`src/pkg/fast_threshold_detect_map.vh`:
```
// register map, reset values and latencies of the fast threshold detector
`ifndef FAST_THRESHOLD_DETECT_MAP_VH
`define FAST_THRESHOLD_DETECT_MAP_VH

// register offsets on the serial port
`define ADDR_DETECT_CONTROL     13'h0045
`define ADDR_UPPER_THRESHOLD_A  13'h0047
`define ADDR_UPPER_THRESHOLD_B  13'h0048
`define ADDR_LOWER_THRESHOLD_A  13'h0049
`define ADDR_LOWER_THRESHOLD_B  13'h004a
`define ADDR_DWELL_TIME_A       13'h004b
`define ADDR_DWELL_TIME_B       13'h004c

// field positions
`define DETECT_ENABLE_BIT       0
`define INSTR_READ_BIT          15
`define INSTR_LEN_HI            14
`define INSTR_LEN_LO            13

// reset values
`define RST_DETECT_CONTROL      8'h00
`define RST_UPPER_THRESHOLD     16'h0000
`define RST_LOWER_THRESHOLD     16'h0000
`define RST_DWELL_TIME          16'h0001

// serial word length encodings
`define LEN_STREAMING           2'h3

// latencies in sample clock cycles
`define UPPER_DETECT_LATENCY    7
`define OVERRANGE_LATENCY       36

`endif

```
`src/hw/fast_threshold_detect.v`:
```
// fast threshold detector with overrange delay and serial register port
//
// Behaviour
// detection runs only while bit 0 of control register detect_control is set.
// flag output stays low while sample magnitude is below the threshold.
// comparisons use sample magnitude only; sign is ignored.
// flag asserts when magnitude exceeds upper threshold at upper_threshold_a/upper_threshold_b.
// upper comparison reaches the flag output seven cycles after the sample.
// set flag clears only after magnitude stays below lower threshold for dwell.
// lower threshold is sixteen bits at lower_threshold_a/lower_threshold_b, compared to output magnitude.
// dwell is 1 to 65535 sample cycles from registers dwell_time_a/dwell_time_b.
// thresholds are scaled so magnitude two to the thirteenth is full scale.
// overrange indicator rises 36 cycles after input overrange.
// dwell counter restarts when magnitude reaches the lower threshold early.
`timescale 1ns/100ps
`include "fast_threshold_detect_map.vh"

module fast_threshold_detect #(
    parameter SAMPLE_WIDTH = 14,
    parameter THR_WIDTH    = 16
) (
    input  wire                    sys_clk_in,        // sample clock, 10 MHz
    input  wire                    resetn_in,         // async reset, active low
    input  wire [SAMPLE_WIDTH-1:0] sample_in,         // twos complement pipeline output
    input  wire                    ovr_at_input_in,   // overrange seen at converter input
    input  wire                    sclk_in,           // serial port clock pin
    input  wire                    csn_in,            // serial port select pin, active low
    input  wire                    sdio_in,           // serial data pin, input side
    output wire                    sdio_out,          // serial data pin, output side
    output wire                    sdio_oe_out,       // serial data pin drive enable
    output wire                    over_threshold_out,// fast over-threshold flag
    output wire                    overrange_out      // delayed overrange indicator
);

    localparam CMP_STAGES = `UPPER_DETECT_LATENCY - 3;
    localparam OVR_STAGES = `OVERRANGE_LATENCY;

    // reset release
    // assert at once, release on one edge so no flop leaves reset a cycle early
    reg rst_meta_reg;
    reg rst_n_reg;
    always @(posedge sys_clk_in or negedge resetn_in) begin
        if (!resetn_in) begin
            rst_meta_reg <= 1'b0;
            rst_n_reg    <= 1'b0;
        end else begin
            rst_meta_reg <= 1'b1;
            rst_n_reg    <= rst_meta_reg;
        end
    end

    // serial pin synchronisers; edges come from the second and third stages only
    reg [2:0] sclk_sync_reg;
    reg [1:0] csn_sync_reg;
    reg [1:0] sdi_sync_reg;
    always @(posedge sys_clk_in or negedge rst_n_reg) begin
        if (!rst_n_reg) begin
            sclk_sync_reg <= 3'h0;
            csn_sync_reg  <= 2'h3;
            sdi_sync_reg  <= 2'h0;
        end else begin
            sclk_sync_reg <= {sclk_sync_reg[1:0], sclk_in};
            csn_sync_reg  <= {csn_sync_reg[0], csn_in};
            sdi_sync_reg  <= {sdi_sync_reg[0], sdio_in};
        end
    end

    wire sclk_rise = sclk_sync_reg[1] & ~sclk_sync_reg[2];
    wire sclk_fall = ~sclk_sync_reg[1] & sclk_sync_reg[2];
    wire cs_active = ~csn_sync_reg[1];
    wire sdi_bit   = sdi_sync_reg[1];

    // registers
    reg [7:0]           control_reg;
    reg [THR_WIDTH-1:0] upper_thr_reg;
    reg [THR_WIDTH-1:0] lower_thr_reg;
    reg [THR_WIDTH-1:0] dwell_reg;

    // serial port state
    reg [4:0]  bit_cnt_reg;      // counts instruction bits up to 16
    reg [14:0] instr_reg;
    reg        rd_mode_reg;
    reg [1:0]  len_reg;
    reg [12:0] addr_reg;
    reg [2:0]  data_bit_reg;
    reg [6:0]  data_shift_reg;
    reg [1:0]  bytes_done_reg;
    reg        frame_over_reg;
    reg [7:0]  rd_byte_reg;
    reg        sdo_reg;

    // sixteen instruction bits, then data until select rises
    wire in_instr = (bit_cnt_reg != 5'd16);

    function [7:0] read_reg;
        input [12:0] a;
        begin
            case (a)
                `ADDR_DETECT_CONTROL:    read_reg = control_reg;
                `ADDR_UPPER_THRESHOLD_A: read_reg = upper_thr_reg[7:0];
                `ADDR_UPPER_THRESHOLD_B: read_reg = upper_thr_reg[15:8];
                `ADDR_LOWER_THRESHOLD_A: read_reg = lower_thr_reg[7:0];
                `ADDR_LOWER_THRESHOLD_B: read_reg = lower_thr_reg[15:8];
                `ADDR_DWELL_TIME_A:      read_reg = dwell_reg[7:0];
                `ADDR_DWELL_TIME_B:      read_reg = dwell_reg[15:8];
                default:                 read_reg = 8'h00;
            endcase
        end
    endfunction

    // write lands a few sample cycles after the eighth data edge; no acknowledge
    // so the host must leave that time before reading back
    wire [7:0]  wr_byte    = {data_shift_reg, sdi_bit};
    wire        byte_done  = ~in_instr & (data_bit_reg == 3'd7) & sclk_rise & cs_active;
    wire        wr_strobe  = byte_done & ~rd_mode_reg & ~frame_over_reg;
    wire [12:0] first_addr = instr_reg[12:0];
    wire        last_byte  = (len_reg != `LEN_STREAMING) & (bytes_done_reg == len_reg);

    always @(posedge sys_clk_in or negedge rst_n_reg) begin
        if (!rst_n_reg) begin
            bit_cnt_reg    <= 5'd0;
            instr_reg      <= 15'h0000;
            rd_mode_reg    <= 1'b0;
            len_reg        <= 2'h0;
            addr_reg       <= 13'h0000;
            data_bit_reg   <= 3'd0;
            data_shift_reg <= 7'h00;
            bytes_done_reg <= 2'h0;
            frame_over_reg <= 1'b0;
            rd_byte_reg    <= 8'h00;
            sdo_reg        <= 1'b0;
        end else if (!cs_active) begin
            // a raised select aborts the frame
            // only whole bytes are written, so a cut byte leaves its register intact
            bit_cnt_reg    <= 5'd0;
            data_bit_reg   <= 3'd0;
            bytes_done_reg <= 2'h0;
            frame_over_reg <= 1'b0;
            rd_mode_reg    <= 1'b0;
        end else if (sclk_rise) begin
            if (in_instr) begin
                instr_reg   <= {instr_reg[13:0], sdi_bit};
                bit_cnt_reg <= bit_cnt_reg + 5'd1;
                if (bit_cnt_reg == 5'd15) begin
                    rd_mode_reg <= instr_reg[14];
                    len_reg     <= instr_reg[13:12];
                    addr_reg    <= {instr_reg[11:0], sdi_bit};
                    rd_byte_reg <= read_reg({instr_reg[11:0], sdi_bit});
                end
            end else begin
                data_shift_reg <= {data_shift_reg[5:0], sdi_bit};
                data_bit_reg   <= data_bit_reg + 3'd1;
                if (data_bit_reg == 3'd7) begin
                    // streaming walks the map downward
                    addr_reg    <= addr_reg - 13'd1;
                    rd_byte_reg <= read_reg(addr_reg - 13'd1);
                    if (last_byte)
                        frame_over_reg <= 1'b1;
                    else
                        bytes_done_reg <= bytes_done_reg + 2'h1;
                end
            end
        end else if (sclk_fall && !in_instr) begin
            sdo_reg <= rd_byte_reg[3'd7 - data_bit_reg];
        end
    end

    assign sdio_out    = sdo_reg;
    assign sdio_oe_out = cs_active & ~in_instr & rd_mode_reg & ~frame_over_reg;

    always @(posedge sys_clk_in or negedge rst_n_reg) begin
        if (!rst_n_reg) begin
            control_reg   <= `RST_DETECT_CONTROL;
            upper_thr_reg <= `RST_UPPER_THRESHOLD;
            lower_thr_reg <= `RST_LOWER_THRESHOLD;
            dwell_reg     <= `RST_DWELL_TIME;
        end else if (wr_strobe) begin
            case (addr_reg)
                `ADDR_DETECT_CONTROL:    control_reg          <= wr_byte;
                `ADDR_UPPER_THRESHOLD_A: upper_thr_reg[7:0]   <= wr_byte;
                `ADDR_UPPER_THRESHOLD_B: upper_thr_reg[15:8]  <= wr_byte;
                `ADDR_LOWER_THRESHOLD_A: lower_thr_reg[7:0]   <= wr_byte;
                `ADDR_LOWER_THRESHOLD_B: lower_thr_reg[15:8]  <= wr_byte;
                `ADDR_DWELL_TIME_A:      dwell_reg[7:0]       <= wr_byte;
                `ADDR_DWELL_TIME_B:      dwell_reg[15:8]      <= wr_byte;
                default: ;
            endcase
        end
    end

    wire detect_en = control_reg[`DETECT_ENABLE_BIT];

    // stage 1: magnitude; -8192 gives 8192, which is full scale
    // the wider compare width keeps that one extra value from wrapping
    reg [THR_WIDTH-1:0] mag_reg;
    wire [SAMPLE_WIDTH-1:0] neg_sample = ~sample_in + {{(SAMPLE_WIDTH-1){1'b0}}, 1'b1};
    wire [SAMPLE_WIDTH-1:0] abs_sample = sample_in[SAMPLE_WIDTH-1] ? neg_sample : sample_in;
    always @(posedge sys_clk_in or negedge rst_n_reg) begin
        if (!rst_n_reg)
            mag_reg <= {THR_WIDTH{1'b0}};
        else
            mag_reg <= {{(THR_WIDTH-SAMPLE_WIDTH){1'b0}}, abs_sample};
    end

    // stage 2: both comparisons on the same magnitude so they stay aligned
    reg above_reg;
    reg below_reg;
    always @(posedge sys_clk_in or negedge rst_n_reg) begin
        if (!rst_n_reg) begin
            above_reg <= 1'b0;
            below_reg <= 1'b0;
        end else begin
            above_reg <= (mag_reg > upper_thr_reg);
            below_reg <= (mag_reg < lower_thr_reg);
        end
    end

    // stages 3 to 6: pad to the fixed detect latency
    // lower compare shares the delay so a set and a clear never cross
    reg [CMP_STAGES-1:0] above_dl_reg;
    reg [CMP_STAGES-1:0] below_dl_reg;
    genvar i;
    generate
        for (i = 0; i < CMP_STAGES; i = i + 1) begin : g_cmp_delay
            always @(posedge sys_clk_in or negedge rst_n_reg) begin
                if (!rst_n_reg) begin
                    above_dl_reg[i] <= 1'b0;
                    below_dl_reg[i] <= 1'b0;
                end else begin
                    above_dl_reg[i] <= (i == 0) ? above_reg : above_dl_reg[(i == 0) ? 0 : i-1];
                    below_dl_reg[i] <= (i == 0) ? below_reg : below_dl_reg[(i == 0) ? 0 : i-1];
                end
            end
        end
    endgenerate

    wire above_d = above_dl_reg[CMP_STAGES-1];
    wire below_d = below_dl_reg[CMP_STAGES-1];

    // stage 7: flag with hysteresis and dwell
    // an above sample wins over the dwell count, so a burst re-arms the hold
    reg                 flag_reg;
    reg                 flag_next;
    reg [THR_WIDTH-1:0] dwell_cnt_reg;
    reg [THR_WIDTH-1:0] dwell_cnt_next;
    // a dwell of zero would clear on the first below sample; treat it as one
    wire [THR_WIDTH-1:0] dwell_eff = (dwell_reg == {THR_WIDTH{1'b0}}) ? {{(THR_WIDTH-1){1'b0}}, 1'b1} : dwell_reg;
    wire [THR_WIDTH-1:0] dwell_inc = dwell_cnt_reg + {{(THR_WIDTH-1){1'b0}}, 1'b1};

    always @* begin
        flag_next      = flag_reg;
        dwell_cnt_next = dwell_cnt_reg;
        if (!detect_en) begin
            flag_next      = 1'b0;
            dwell_cnt_next = {THR_WIDTH{1'b0}};
        end else if (above_d) begin
            flag_next      = 1'b1;
            dwell_cnt_next = {THR_WIDTH{1'b0}};
        end else if (flag_reg) begin
            if (below_d) begin
                if (dwell_inc >= dwell_eff) begin
                    flag_next      = 1'b0;
                    dwell_cnt_next = {THR_WIDTH{1'b0}};
                end else begin
                    dwell_cnt_next = dwell_inc;
                end
            end else begin
                dwell_cnt_next = {THR_WIDTH{1'b0}};
            end
        end else begin
            dwell_cnt_next = {THR_WIDTH{1'b0}};
        end
    end

    always @(posedge sys_clk_in or negedge rst_n_reg) begin
        if (!rst_n_reg) begin
            flag_reg      <= 1'b0;
            dwell_cnt_reg <= {THR_WIDTH{1'b0}};
        end else begin
            flag_reg      <= flag_next;
            dwell_cnt_reg <= dwell_cnt_next;
        end
    end

    assign over_threshold_out = flag_reg;

    // overrange: fixed pipeline delay
    // plain shift line: the indicator is delayed, never filtered
    reg [OVR_STAGES-1:0] ovr_dl_reg;
    generate
        for (i = 0; i < OVR_STAGES; i = i + 1) begin : g_ovr_delay
            always @(posedge sys_clk_in or negedge rst_n_reg) begin
                if (!rst_n_reg)
                    ovr_dl_reg[i] <= 1'b0;
                else
                    ovr_dl_reg[i] <= (i == 0) ? ovr_at_input_in : ovr_dl_reg[(i == 0) ? 0 : i-1];
            end
        end
    endgenerate

    assign overrange_out = ovr_dl_reg[OVR_STAGES-1];

endmodule // fast_threshold_detect

```
`config.mk`:
```
export PLATFORM = sky130hd
export DESIGN_NAME = fast_threshold_detect
export DESIGN_NICKNAME = d
export VERILOG_FILES = /design/src/hw/fast_threshold_detect.v
export VERILOG_INCLUDE_DIRS = /design/src /design/src/pkg
export SDC_FILE = /design/constraint.sdc
export NUM_CORES = 1
export LEC_CHECK = 0
export ABC_CLOCK_PERIOD_IN_PS = 10300
export BUFFER_PORTS_ARGS = -buffer_cell sky130_fd_sc_hd__buf_2
export CELL_PAD_IN_SITES_DETAIL_PLACEMENT = 0
export CELL_PAD_IN_SITES_GLOBAL_PLACEMENT = 1
export CORE_ASPECT_RATIO = 0.7
export CORE_UTILIZATION = 40
export DETAILED_ROUTE_END_ITERATION = 10
export GPL_TIMING_DRIVEN = 0
export MAX_ROUTING_LAYER = met4
export PLACE_DENSITY = 0.77
export SYNTH_ARGS = -nofsm -noshare
export SYNTH_HDL_FRONTEND = slang
export SYNTH_SLANG_ARGS = --single-unit
```
`constraint.sdc`:
```
create_clock -name sys_clk_in -period 10.3 [get_ports sys_clk_in]
set_input_delay 0 -clock sys_clk_in [delete_from_list [all_inputs] [get_ports sys_clk_in]]
set_output_delay 0 -clock sys_clk_in [all_outputs]
set_load 0.1 [all_outputs]
```
# Word level (Yosys, flattened, before mapping)
# Cells that the tools add are included.
[totals] in_bits=20 ff_bits=200 out_inout_bits=4
[op_classes] n_eq_ne=29 magnitude_cmp=4 mux=42 n_bitwise=19 n_reduce_logical=26 addsub=7
[ops] op="== test 13 x 7 -> 1 bit, second input constant" n=21
[ops] op="one-hot mux 8 bit (7 select lines)" n=2
[ops] op="2-to-1 mux 16 bit" n=6
[ops] op="2-to-1 mux 13 bit" n=3
[ops] op="2-to-1 mux 8 bit" n=3
[ops] op="AND reduction 2 bit" n=9
[ops] op="adder 16 x 1 -> 16 bit, second input constant" n=1
[ops] op=">= comparator 16 bit" n=1
[ops] op="> comparator 14 x 16 -> 1 bit" n=1
[ops] op="zero test 16 bit" n=1
[ops] op="< comparator 14 x 16 -> 1 bit" n=1
[ops] op="AND reduction 4 bit" n=4
[ops] op="2-to-1 mux 1 bit" n=15
[ops] op="2-to-1 mux 5 bit" n=3
[ops] op="adder 14 x 1 -> 14 bit, second input constant" n=1
[ops] op="2-to-1 mux 14 bit" n=1
[ops] op="NOT 14 bit" n=1
[ops] op="subtractor 13 x 1 -> 13 bit, second input constant" n=1
[ops] op="AND reduction 3 bit" n=4
[ops] op="nonzero test 2 bit" n=6
[ops] op="AND 1 bit" n=11
[ops] op="2-to-1 mux 2 bit" n=5
[ops] op="2-to-1 mux 3 bit" n=3
[ops] op="NOT 1 bit" n=7
[ops] op="14 further kinds" n=16

# Depth between registers and ports, before layout
# Gate-level depths: netlist of the first run.
[depth] depth_word=8 depth_mapped=13

# Worst setup path before layout of the first run
# OpenSTA, ideal clock, no wires.
[synth_path] kind="register -> output" startpoint="register bit_cnt_reg[0]" endpoint="output sdio_oe_out" required_time_ns=10.300 arrival_ns=4.213 slack_ns=6.087 stages_incl_launch_ff=7 path_buffers=2 cell_sequence="dfrtp_1 > inv_1 > ha_1 > nand4bb_1 > clkbuf_1 > clkbuf_1 > nor4b_1"
[synth_between] elab_chain_len=5
[synth_lines] item="from (decl)" line_no="fast_threshold_detect.v:80" text="reg [4:0] bit_cnt_reg;"
[synth_lines] item="from (signal assigned)" line_no="fast_threshold_detect.v:143" text="bit_cnt_reg <= bit_cnt_reg + 5'd1;"
[synth_lines] item="!= test 5 bit" line_no="fast_threshold_detect.v:93" text="wire in_instr = (bit_cnt_reg != 5'd16);"
[synth_lines] item="NOT 1 bit (no line)"
[synth_lines] item="AND 1 bit (3 in a row)" line_no="fast_threshold_detect.v:169" text="assign sdio_oe_out = cs_active & ~in_instr & rd_mode_reg & ~frame_over_reg;"
[synth_lines] item="to (decl)" line_no="fast_threshold_detect.v:30" text="output wire sdio_oe_out,"
# No other way between the ends.

# Final worst setup path of the first run
[layout_path] startpoint="register dwell_cnt_reg[2]" endpoint="register dwell_cnt_reg[11]"
[layout_between] elab_chain_len=7
[layout_lines] item="from (decl)" line_no="fast_threshold_detect.v:244" text="reg [THR_WIDTH-1:0] dwell_cnt_reg;"
[layout_lines] item="from (signal assigned)" line_no="fast_threshold_detect.v:278" text="dwell_cnt_reg <= {THR_WIDTH{1'b0}};"
[layout_lines] item="from (signal assigned)" line_no="fast_threshold_detect.v:281" text="dwell_cnt_reg <= dwell_cnt_next;"
[layout_lines] item="adder 16 x 1 -> 16 bit *" line_no="fast_threshold_detect.v:248" text="wire [THR_WIDTH-1:0] dwell_inc = dwell_cnt_reg + {{(THR_WIDTH-1){1'b0}}, 1'b1};"
[layout_lines] item=">= comparator 16 bit" line_no="fast_threshold_detect.v:261" text="if (dwell_inc >= dwell_eff) begin"
[layout_lines] item="2-to-1 mux 16 bit *" line_no="fast_threshold_detect.v:261"
[layout_lines] item="2-to-1 mux 16 bit *" line_no="fast_threshold_detect.v:260" text="if (below_d) begin"
[layout_lines] item="2-to-1 mux 16 bit *" line_no="fast_threshold_detect.v:259" text="end else if (flag_reg) begin"
[layout_lines] item="2-to-1 mux 16 bit *" line_no="fast_threshold_detect.v:256" text="end else if (above_d) begin"
[layout_lines] item="2-to-1 mux 16 bit *" line_no="fast_threshold_detect.v:253" text="if (!detect_en) begin"
[layout_lines] item="named net dwell_cnt_next[11]" line_no="fast_threshold_detect.v:245" text="reg [THR_WIDTH-1:0] dwell_cnt_next;"
# Mark *: on every way through the listed nets, which the timed path passes. The rest lies on a longest branch.
# A chain may end at the register's enable or synchronous reset.

==> flow_summary.toml, run 1 <==
[outcome]
status = "finished, final reports clean"

[logic_synthesis]
synthCells = 895
netlist_area_um2 = 9920
synth_compound_area_share_pct = 13.1
seq_area_frac_synth_pct = 50.5
ys.flop_type = "dfrtp_1"
yosys.area.top_type = "dfrtp_1"
syn_nets = 970
synth_xor_area_share_pct = 2.83
synth_commonest_cells = "dfrtp_1 (197), mux2_2 (72), inv_1 (57)"
ys_types = 69
yosysWarnings = 0
synth_mux_area_share_pct = 8.84
synthArstFlopShare_pct = 100
synth-simple-area-share_pct = 13.9
synth_seq_cells = 200
synth_most_common_cell = "dfrtp_1"
avgSynthCellArea_um2 = 11.1
synth_top_area_share_pct = 49.7
synth_edf_count = 0
synth_area_leaders = "dfrtp_1 (50%), mux2_2 (8.2%), ha_1 (6.9%)"
synthAdderAreaFrac_pct = 6.94
synth_top_family_by_area = "simple AND/OR/NAND/NOR gates"

[sta]
setup_viol = 0
fin_crit_sh_pct = 33.1
fmax_mhz = 293
fin_ws_ns = 6.89
timing.hold.ws_ns = 0.0715
slew_viol_final = 0
rsz0062_at_grt = "false"
hold_violations = 0
slew_headroom_pct = 6.87
fin_crit_ns = 3.41
tightest_slew_ns = 1.38
skew_ns = 0.0195
tns_ns = 0

[critical_path]
critical-path-max-stage-delay_ns = 0.48
rr_worst_depth = 12
cp.depth = 12
startpoint_type = "register"
cp-end-kind = "register"
path_max_fanout = 10
cp_slowest_cell = "o211ai_1"
critical-path-top-delay-family = "simple AND/OR/NAND/NOR gates"
crit_type = "reg -> reg"
arrival_ns = 3.72
worstPathRequired_ns = 10.61
path_cells = "and4_1 -> and4_1 -> nand3_1 -> nor3_1 -> xor2_1 -> ha_1 -> nand4_1 -> a211oi_1 -> o41ai_1 -> o211ai_1 -> clkbuf_1 -> nor2b_1"
path_common_cell = "and4_1"
cp_num_buf_inv = 1

[finish]
num-nets-final = 1043
syn_to_final_growth_pct = 15.0
largest_reg_flops = 35
fin_area_um2 = 11400
layout-drive-gt1-share_pct = 16.4
layout.cells.non_filler = 1299
n_antenna_cell = 0
fin_util_pct = 47.6
fill_cells = 2239

[place]
hpwlAfterDp_um = 18300
io_buffer_count = 23
dp.cells = 1240
dpl-instance-area_um2 = 10500
routabilityCongestion = 0.943
dp_slack_ns = 6.82

[floorplan]
core_um2 = 24000
start_util_pct = 41.3
dieArea_um2 = 25400
die_h_um = 134
pin_count = 24
die_x_um = 190
rows = 47

[clock_tree]
htreeDepth = 4
clk_pin_slew_ns = 0.07
cts_tree = "yes"
clkSinkCount = 200
clock-root-buffer = "clkbuf_16"
clockBufferDepth = 2
cts-hold-fix-buffers = 27
cts-resized-gates = 0
post-cts-setup-buffer-count = 0
clock_latency_ns = 0.45
cts_buffers = 17

[flow_run]
maxCapViolations = 0

[drt]
drtPass1Iterations = 9
drt_iter0_markers = 708
wl_um = 24900
drc = 0
ant_nets = 0
wl_per_cell_um = 19.2
routed_via_density = 5.59
via_count = 7267

[power]
p_total_mw = 1.71
leakage_nw = 4.91
power_density_nw_per_um2 = 150
peakVddDrop_mv = 0.114

[global_route]
overflow = 0
grt_pass1_vias = 7088
grt_pass1_wl_um = 40000
grt_max_degree = 63
grtUsageTotal_pct = 21.3
antenna_found_initial = 0

[min_path]
holdPathStages = 4
hp-class = "in -> reg"
==> path summary, 6_finish.rpt <==
kind | slack, ns | startpoint | end
max | 6.89 | dwell_cnt_reg[2] | dwell_cnt_reg[11]
min reg2reg | 0.35 | ovr_dl_reg[8] | ovr_dl_reg[9]
max reg2reg | 6.89 | dwell_cnt_reg[2] | dwell_cnt_reg[11]
max in group asynchronous | 8.76 | rst_n_reg | csn_sync_reg[1]
min in group asynchronous | 0.42 | resetn_in | rst_n_reg
min | 0.07 | sample_in[13] | mag_reg[12]
==> power breakdown <==
group	total, mW	internal (mW)	switching (mW)	leakage [nW]
clock network	0.680	0.365	0.315	0.290
logic	0.174	0.0709	0.103	2.00
registers	0.860	0.824	0.0359	2.62
==> cells in the final DEF, fill, tap and decap left out, types with 5 or more instances in the layout <==
cell type      synthesis  routed
dfrtp_1              197     196
mux2_2                72      72
inv_1                 57      57
ha_1                  55      55
nor2_1                49      49
nand2_1               42      42
o21ai_0               40      40
a21oi_1               36      36
clkbuf_1              32      33
a22oi_1               29      29
buf_2                  5      29
dlygate4sd3_1          0      27
nand4_1               24      24
nand3_1               21      21
xnor2_1               19      19
nor2b_1               18      18
nor3_1                17      17
clkbuf_16              0      17
a222oi_1              16      16
xor2_1                13      13
a21o_1                11      11
nor4_1                16      11
o31ai_1                8       8
or2b_1                 8       8
o2111a_1               8       8
o21ai_1                8       8
nand2b_1               6       6
or3_1                  6       6
nor4b_1                6       6
a211oi_1               5       5
nor4_2                 0       5
inv_6                  0       5
==> metal layers <==
metal  wire, um  vias to the layer above  GRT usage (%)
li1           -                     3424              -
met2       9880                      247           27.1
met3       2040                       21           6.03
met1      12700                     3575           32.6
met4        240                        0           4.71
met5          0                        -              -
==> area by class of cell <==
type,instances,area (um^2),area share (%)
timing repair buffer,54,465,4.08
buffer,40,164,1.44
tap,318,398,3.49
clock inverter,14,161,1.41
inverter,57,214,1.88
sequential,200,5010,43.9
clock buffer,18,429,3.76
multi-input combinational,598,4570,40.0
==> worst min-delay path, cell delays in order <==
cell	delay, ns
buf_2	0.14
o31ai_1	0.17
nand2_1	0.11
xor2_1	0.06
==> cell families after synthesis <==
logic type / Yosys count
buf+inv: 97
flops: 200
mux: 76
other cells: 1
fa+ha+maj: 55
xor+xnor: 32
simple gates: 248
compound gates: 186
Note: power is estimated with default switching activity, not from simulation.
==> run 2, diff against run 1 <==
--- a/config.mk
+++ b/config.mk
@@ -6,7 +6,7 @@
 export SDC_FILE = /design/constraint.sdc
 export NUM_CORES = 1
 export LEC_CHECK = 0
-export ABC_CLOCK_PERIOD_IN_PS = 10300
+export ABC_CLOCK_PERIOD_IN_PS = 3050
 export BUFFER_PORTS_ARGS = -buffer_cell sky130_fd_sc_hd__buf_2
 export CELL_PAD_IN_SITES_DETAIL_PLACEMENT = 0
 export CELL_PAD_IN_SITES_GLOBAL_PLACEMENT = 1
@@ -15,7 +15,7 @@
 export DETAILED_ROUTE_END_ITERATION = 10
 export GPL_TIMING_DRIVEN = 0
 export MAX_ROUTING_LAYER = met4
-export PLACE_DENSITY = 0.77
+export PLACE_DENSITY = 0.8
 export SYNTH_ARGS = -nofsm -noshare
 export SYNTH_HDL_FRONTEND = slang
 export SYNTH_SLANG_ARGS = --single-unit
==> constraint.sdc (replaced) <==
create_clock -name sys_clk_in -period 3.05 [get_ports sys_clk_in]
set_input_delay 0 -clock sys_clk_in [delete_from_list [all_inputs] [get_ports sys_clk_in]]
set_output_delay 0 -clock sys_clk_in [all_outputs]
set_load 0.1 [all_outputs]
==> run 2 against run 1 <==
Sequential power increased to 3.4 times the previous value; sequential share of layout area decreased by 0.42 points; worst setup slack got worse by 6.7 ns.
==> flow_summary.toml, run 2 (synthesis gave the netlist of run 1 again) <==
[critical_path]
worstPathRequired_ns = 3.42
path_common_cell = "a22oi_1"
cp_num_buf_inv = 2
startpoint_type = "register"
path_max_fanout = 8
crit_type = "reg -> reg"
critical-path-max-stage-delay_ns = 0.84
cp_slowest_cell = "nor4_1"
path_cells = "or4b_1 -> clkbuf_1 -> nor4_1 -> buf_2 -> a22oi_1 -> nand3_1 -> a22oi_1 -> o21ai_1"
rr_worst_depth = 8
arrival_ns = 3.26
crit_end = "rd_byte_reg[3]"
cp.depth = 8
critical-path-top-delay-family = "simple AND/OR/NAND/NOR gates"
crit_start = "instr_reg[7]"
cp-end-kind = "register"
timing.rr.start = "instr_reg[7]"
r2r-end = "rd_byte_reg[3]"
r2r_slack_ns = 0.15

[finish]
fill_cells = 2201
layout-drive-gt1-share_pct = 18.7
syn_to_final_growth_pct = 16.2
layout_commonest_cell = "dfrtp_1"
n_antenna_cell = 0
num-nets-final = 1046
fin_area_um2 = 11500
largest_reg_flops = 35
mostFrequentLayoutCells = "dfrtp_1 (193), mux2_2 (72), inv_1 (57)"

[drt]
ant_nets = 0
wl_um = 24900
wl_per_cell_um = 19.1
drtPass1Iterations = 6
drc = 0
drt_iter0_markers = 625
via_count = 7380
routed_via_density = 5.67

[sta]
tns_ns = 0
rsz0062_at_grt = "false"
setup_viol = 0
timing.hold.ws_ns = 0.0852
fin_crit_sh_pct = 95.0
skew_ns = 0.0106
fin_crit_ns = 2.90
fin_ws_ns = 0.154
slew_viol_final = 0
slew_headroom_pct = 35.0
tightest_slew_ns = 0.966
fmax_mhz = 345
hold_violations = 0

[power]
power_density_nw_per_um2 = 500
peakVddDrop_mv = 0.428
leakage_nw = 4.95

[floorplan]
die_x_um = 190
core_um2 = 24000
pin_count = 24
dieArea_um2 = 25400
start_util_pct = 41.3
die_h_um = 134
rows = 47

[place]
hpwlAfterDp_um = 18300
dpl-instance-area_um2 = 10500
routabilityCongestion = 0.941
io_buffer_count = 23
dp_slack_ns = -0.365

[global_route]
grt_pass1_wl_um = 40800
grtUsageTotal_pct = 21.6
overflow = 0
grt_pass1_vias = 7237
grt_max_degree = 59
antenna_found_initial = 1

[clock_tree]
cts_tree = "yes"
clock-root-buffer = "clkbuf_16"
clk_pin_slew_ns = 0.07
cts_buffers = 17
clkSinkCount = 200
htreeDepth = 4
clock_latency_ns = 0.45
clockBufferDepth = 2

[flow_run]
maxCapViolations = 0

[outcome]
status = "finished, final reports clean"

[min_path]
hp-start = "sample_in[13]"
hp-class = "in -> reg"
run 2: worst min-delay path by stage:
stage | slack, ns | cells after the start | to
5_1_grt | 0.11 | 4 | mag_reg[12]
3_5_place_dp | -0.21 | 1 | rst_meta_reg
4_1_cts | 0.04 | 4 | mag_reg[12]
3_3_place_gp | -0.21 | 1 | rst_meta_reg
2_1_floorplan | -0.30 | 0 | rst_meta_reg
6_report | 0.09 | 4 | mag_reg[12]
run 2: power breakdown:
group	switching (mW)	internal, mW	total [mW]
clock network	1.07	1.20	2.27
logic	0.351	0.240	0.591
registers	0.119	2.78	2.90
total	1.54	4.22	5.76
run 2: final cells by class:
| type | instances | area, um^2 | share of cell area [%] |
|---|---|---|---|
| plain buffers | 38 | 163 | 1.41 |
| clock buffers | 19 | 453 | 3.93 |
| flip-flops and latches | 200 | 5020 | 43.5 |
| clock inverters | 13 | 140 | 1.22 |
| inverters | 57 | 214 | 1.86 |
| well taps | 318 | 398 | 3.45 |
| repair buffers | 59 | 503 | 4.36 |
| multi-input cells | 598 | 4640 | 40.3 |
run 2: per-layer routing:
metal	part of all wire, %	vias to the layer above	track usage (%)
met5	0	-	-
met1	50	3686	32.5
met2	41	248	28.2
li1	-	3427	-
met4	0.89	0	4.62
met3	8.3	19	6.03
run 2: repair_timing:
action	CTS	global route
hold endpoints to repair	20	0
gates resized for setup	8	21
cloned	0	1
hold buffers	26	0
setup buffers	2	2
setup endpoints to repair	23	84
pin swaps	2	4
run 2: worst reg2reg max path: cells and delay by family (launching register included):
family          cells  cell delay (ns)
buf+inv             2             0.54
simple gates        3             1.56
compound gates      3             0.31
flops               1             0.42
run 2: stage by stage:
step | total power [mW] | cells | utilization, %
after floorplan | 3.29 | 895 | -
after global placement | 3.45 | 1236 | 43.5
after detailed placement | 3.49 | 1241 | 43.9
after CTS | 5.83 | 1300 | 47.7
after global routing | 6.02 | 1302 | 48.0
final | 5.76 | 1302 | 48.0
==> run 3, diff against run 2 <==
--- a/config.mk
+++ b/config.mk
@@ -6,16 +6,17 @@
 export SDC_FILE = /design/constraint.sdc
 export NUM_CORES = 1
 export LEC_CHECK = 0
-export ABC_CLOCK_PERIOD_IN_PS = 3050
+export ABC_CLOCK_PERIOD_IN_PS = 3500
 export BUFFER_PORTS_ARGS = -buffer_cell sky130_fd_sc_hd__buf_2
 export CELL_PAD_IN_SITES_DETAIL_PLACEMENT = 0
 export CELL_PAD_IN_SITES_GLOBAL_PLACEMENT = 1
 export CORE_ASPECT_RATIO = 0.7
+export CORE_MARGIN = 10
 export CORE_UTILIZATION = 40
 export DETAILED_ROUTE_END_ITERATION = 10
 export GPL_TIMING_DRIVEN = 0
 export MAX_ROUTING_LAYER = met4
-export PLACE_DENSITY = 0.8
+export PLACE_DENSITY = 0.77
 export SYNTH_ARGS = -nofsm -noshare
 export SYNTH_HDL_FRONTEND = slang
 export SYNTH_SLANG_ARGS = --single-unit
==> constraint.sdc (replaced) <==
create_clock -name sys_clk_in -period 3.5 [get_ports sys_clk_in]
set_input_delay 0 -clock sys_clk_in [delete_from_list [all_inputs] [get_ports sys_clk_in]]
set_output_delay 0 -clock sys_clk_in [all_outputs]
set_load 0.1 [all_outputs]
==> run 3 against run 2 <==
Combinational power down 14%; critical endpoint is now rd_byte_reg[2]; global-route usage decreased by 4.9 points; via count is 1.2% lower; clock power shrank 12%.
==> flow_summary.toml, run 3 (synthesis gave the netlist of run 1 again) <==
[outcome]
status = "finished, final reports clean"

[floorplan]
start_util_pct = 40.5
core_um2 = 24500
dieArea_um2 = 31600
die_h_um = 152
pin_count = 24
rows = 48
die_x_um = 208

[power]
peakVddDrop_mv = 0.329
power_density_nw_per_um2 = 439
leakage_nw = 4.92
seqPwrFrac_pct = 50.3
p_switching_mw = 1.36
switching_share_pct = 27.0
cell_internal_pwr_mw = 3.67
pwr-share-clk_pct = 39.6
pwr-share-comb_pct = 10.1
p_total_mw = 5.03

[global_route]
grt_max_degree = 53
grt_pass1_wl_um = 40200
grtUsageTotal_pct = 16.7
antenna_found_initial = 0
overflow = 0
grt_pass1_vias = 7084

[clock_tree]
clockBufferDepth = 2
clk_pin_slew_ns = 0.08
clock_latency_ns = 0.44
htreeDepth = 4
cts_buffers = 17
cts_tree = "yes"
clkSinkCount = 200
clock-root-buffer = "clkbuf_16"

[min_path]
holdPathStages = 4
hp-class = "in -> reg"

[sta]
tns_ns = 0
rsz0062_at_grt = "false"
setup_viol = 0
tightest_slew_ns = 1.40
fmax_mhz = 307
slew_headroom_pct = 5.73
fin_crit_sh_pct = 93.0
timing.hold.ws_ns = 0.0537
hold_violations = 0
skew_ns = 0.0146
slew_viol_final = 0
fin_crit_ns = 3.25

[critical_path]
cp-end-kind = "register"
cp_slowest_cell = "nor4_1"
path_cells = "or4b_1 -> clkbuf_1 -> nor4_1 -> a222oi_1 -> nand3_1 -> a22oi_1 -> o21ai_1"
worstPathRequired_ns = 3.86
arrival_ns = 3.62
crit_type = "reg -> reg"
path_max_fanout = 8
critical-path-max-stage-delay_ns = 1.10
rr_worst_depth = 7
startpoint_type = "register"

[drt]
via_count = 7288
drc = 0
routed_via_density = 5.57
drtPass1Iterations = 6
ant_nets = 0
wl_um = 25200
drt_iter0_markers = 657
wl_per_cell_um = 19.3

[finish]
fin_area_um2 = 11400
largest_reg_flops = 35
fin_util_pct = 46.7
fill_cells = 2261
mostFrequentLayoutCells = "dfrtp_1 (196), mux2_2 (72), inv_1 (57)"
n_antenna_cell = 0
multi_input_area_um2 = 4560
num-nets-final = 1045
seqCellArea_um2 = 5010
layout-drive-gt1-share_pct = 16.8
syn_to_final_growth_pct = 15.4
layout_commonest_cell = "dfrtp_1"

[flow_run]
maxCapViolations = 0

[place]
hpwlAfterDp_um = 18700
io_buffer_count = 23
dpl-instance-area_um2 = 10600
routabilityCongestion = 0.951
[run 3: area by class of cell]
type | count | share of cell area (%)
plain buffers | 39 | 1.40
clock buffers | 18 | 3.84
clock inverters | 14 | 1.38
inverters | 57 | 1.87
multi-input cells | 598 | 39.8
flip-flops and latches | 200 | 43.8
well taps | 325 | 3.55
repair buffers | 57 | 4.35
[run 3: stage by stage]
step	std cells	setup WS, ns
finish	1308	0.247
global route	1308	0.106
CTS	1306	0.00490
detailed placement	1248	0.0261
global placement	1243	-0.966
floorplan	895	0.208
[run 3: what timing repair did]
action | in CTS | in global routing
setup endpoints to repair | 0 | 22
endpoints found under the hold margin | 20 | 0
hold buffers | 26 | 0
gates resized for setup | 0 | 1
buffers inserted | 0 | 2
[run 3: power groups by stage]
stage	clock network, mW	registers, mW	logic (mW)
after floorplan	0	2.59	0.283
after global placement	0	2.60	0.410
after detailed placement	0	2.58	0.469
after CTS	2.05	2.53	0.499
after global routing	2.15	2.55	0.563
final	1.99	2.53	0.506
[run 3: path summary, 6_finish.rpt]
| kind | startpoint | end | slack [ns] |
|---|---|---|---|
| worst min register to register | above_dl_reg[1] | above_dl_reg[2] | 0.34 |
| worst max-delay path | instr_reg[7] | rd_byte_reg[2] | 0.25 |
| max in group asynchronous | rst_n_reg | csn_sync_reg[1] | 2.34 |
| worst max register to register | instr_reg[7] | rd_byte_reg[2] | 0.25 |
| min in group asynchronous | rst_n_reg | above_dl_reg[2] | 0.40 |
| worst min-delay path | sample_in[13] | mag_reg[12] | 0.05 |
[run 3: per-layer routing]
layer  GRT usage (%)  share of wire (%)
met1            24.6                 51
met2            21.1                 40
met3            5.24                8.1
met4            4.30                1.0
met5               -                  0
[run 3: worst max-delay path, delay by kind of cell (launching register included)]
family	cells	cell delay, ns
AOI/OAI and AO/OA	3	0.66
buffers and inverters	1	0.23
DFF	1	0.43
and+or+nand+nor	3	1.86
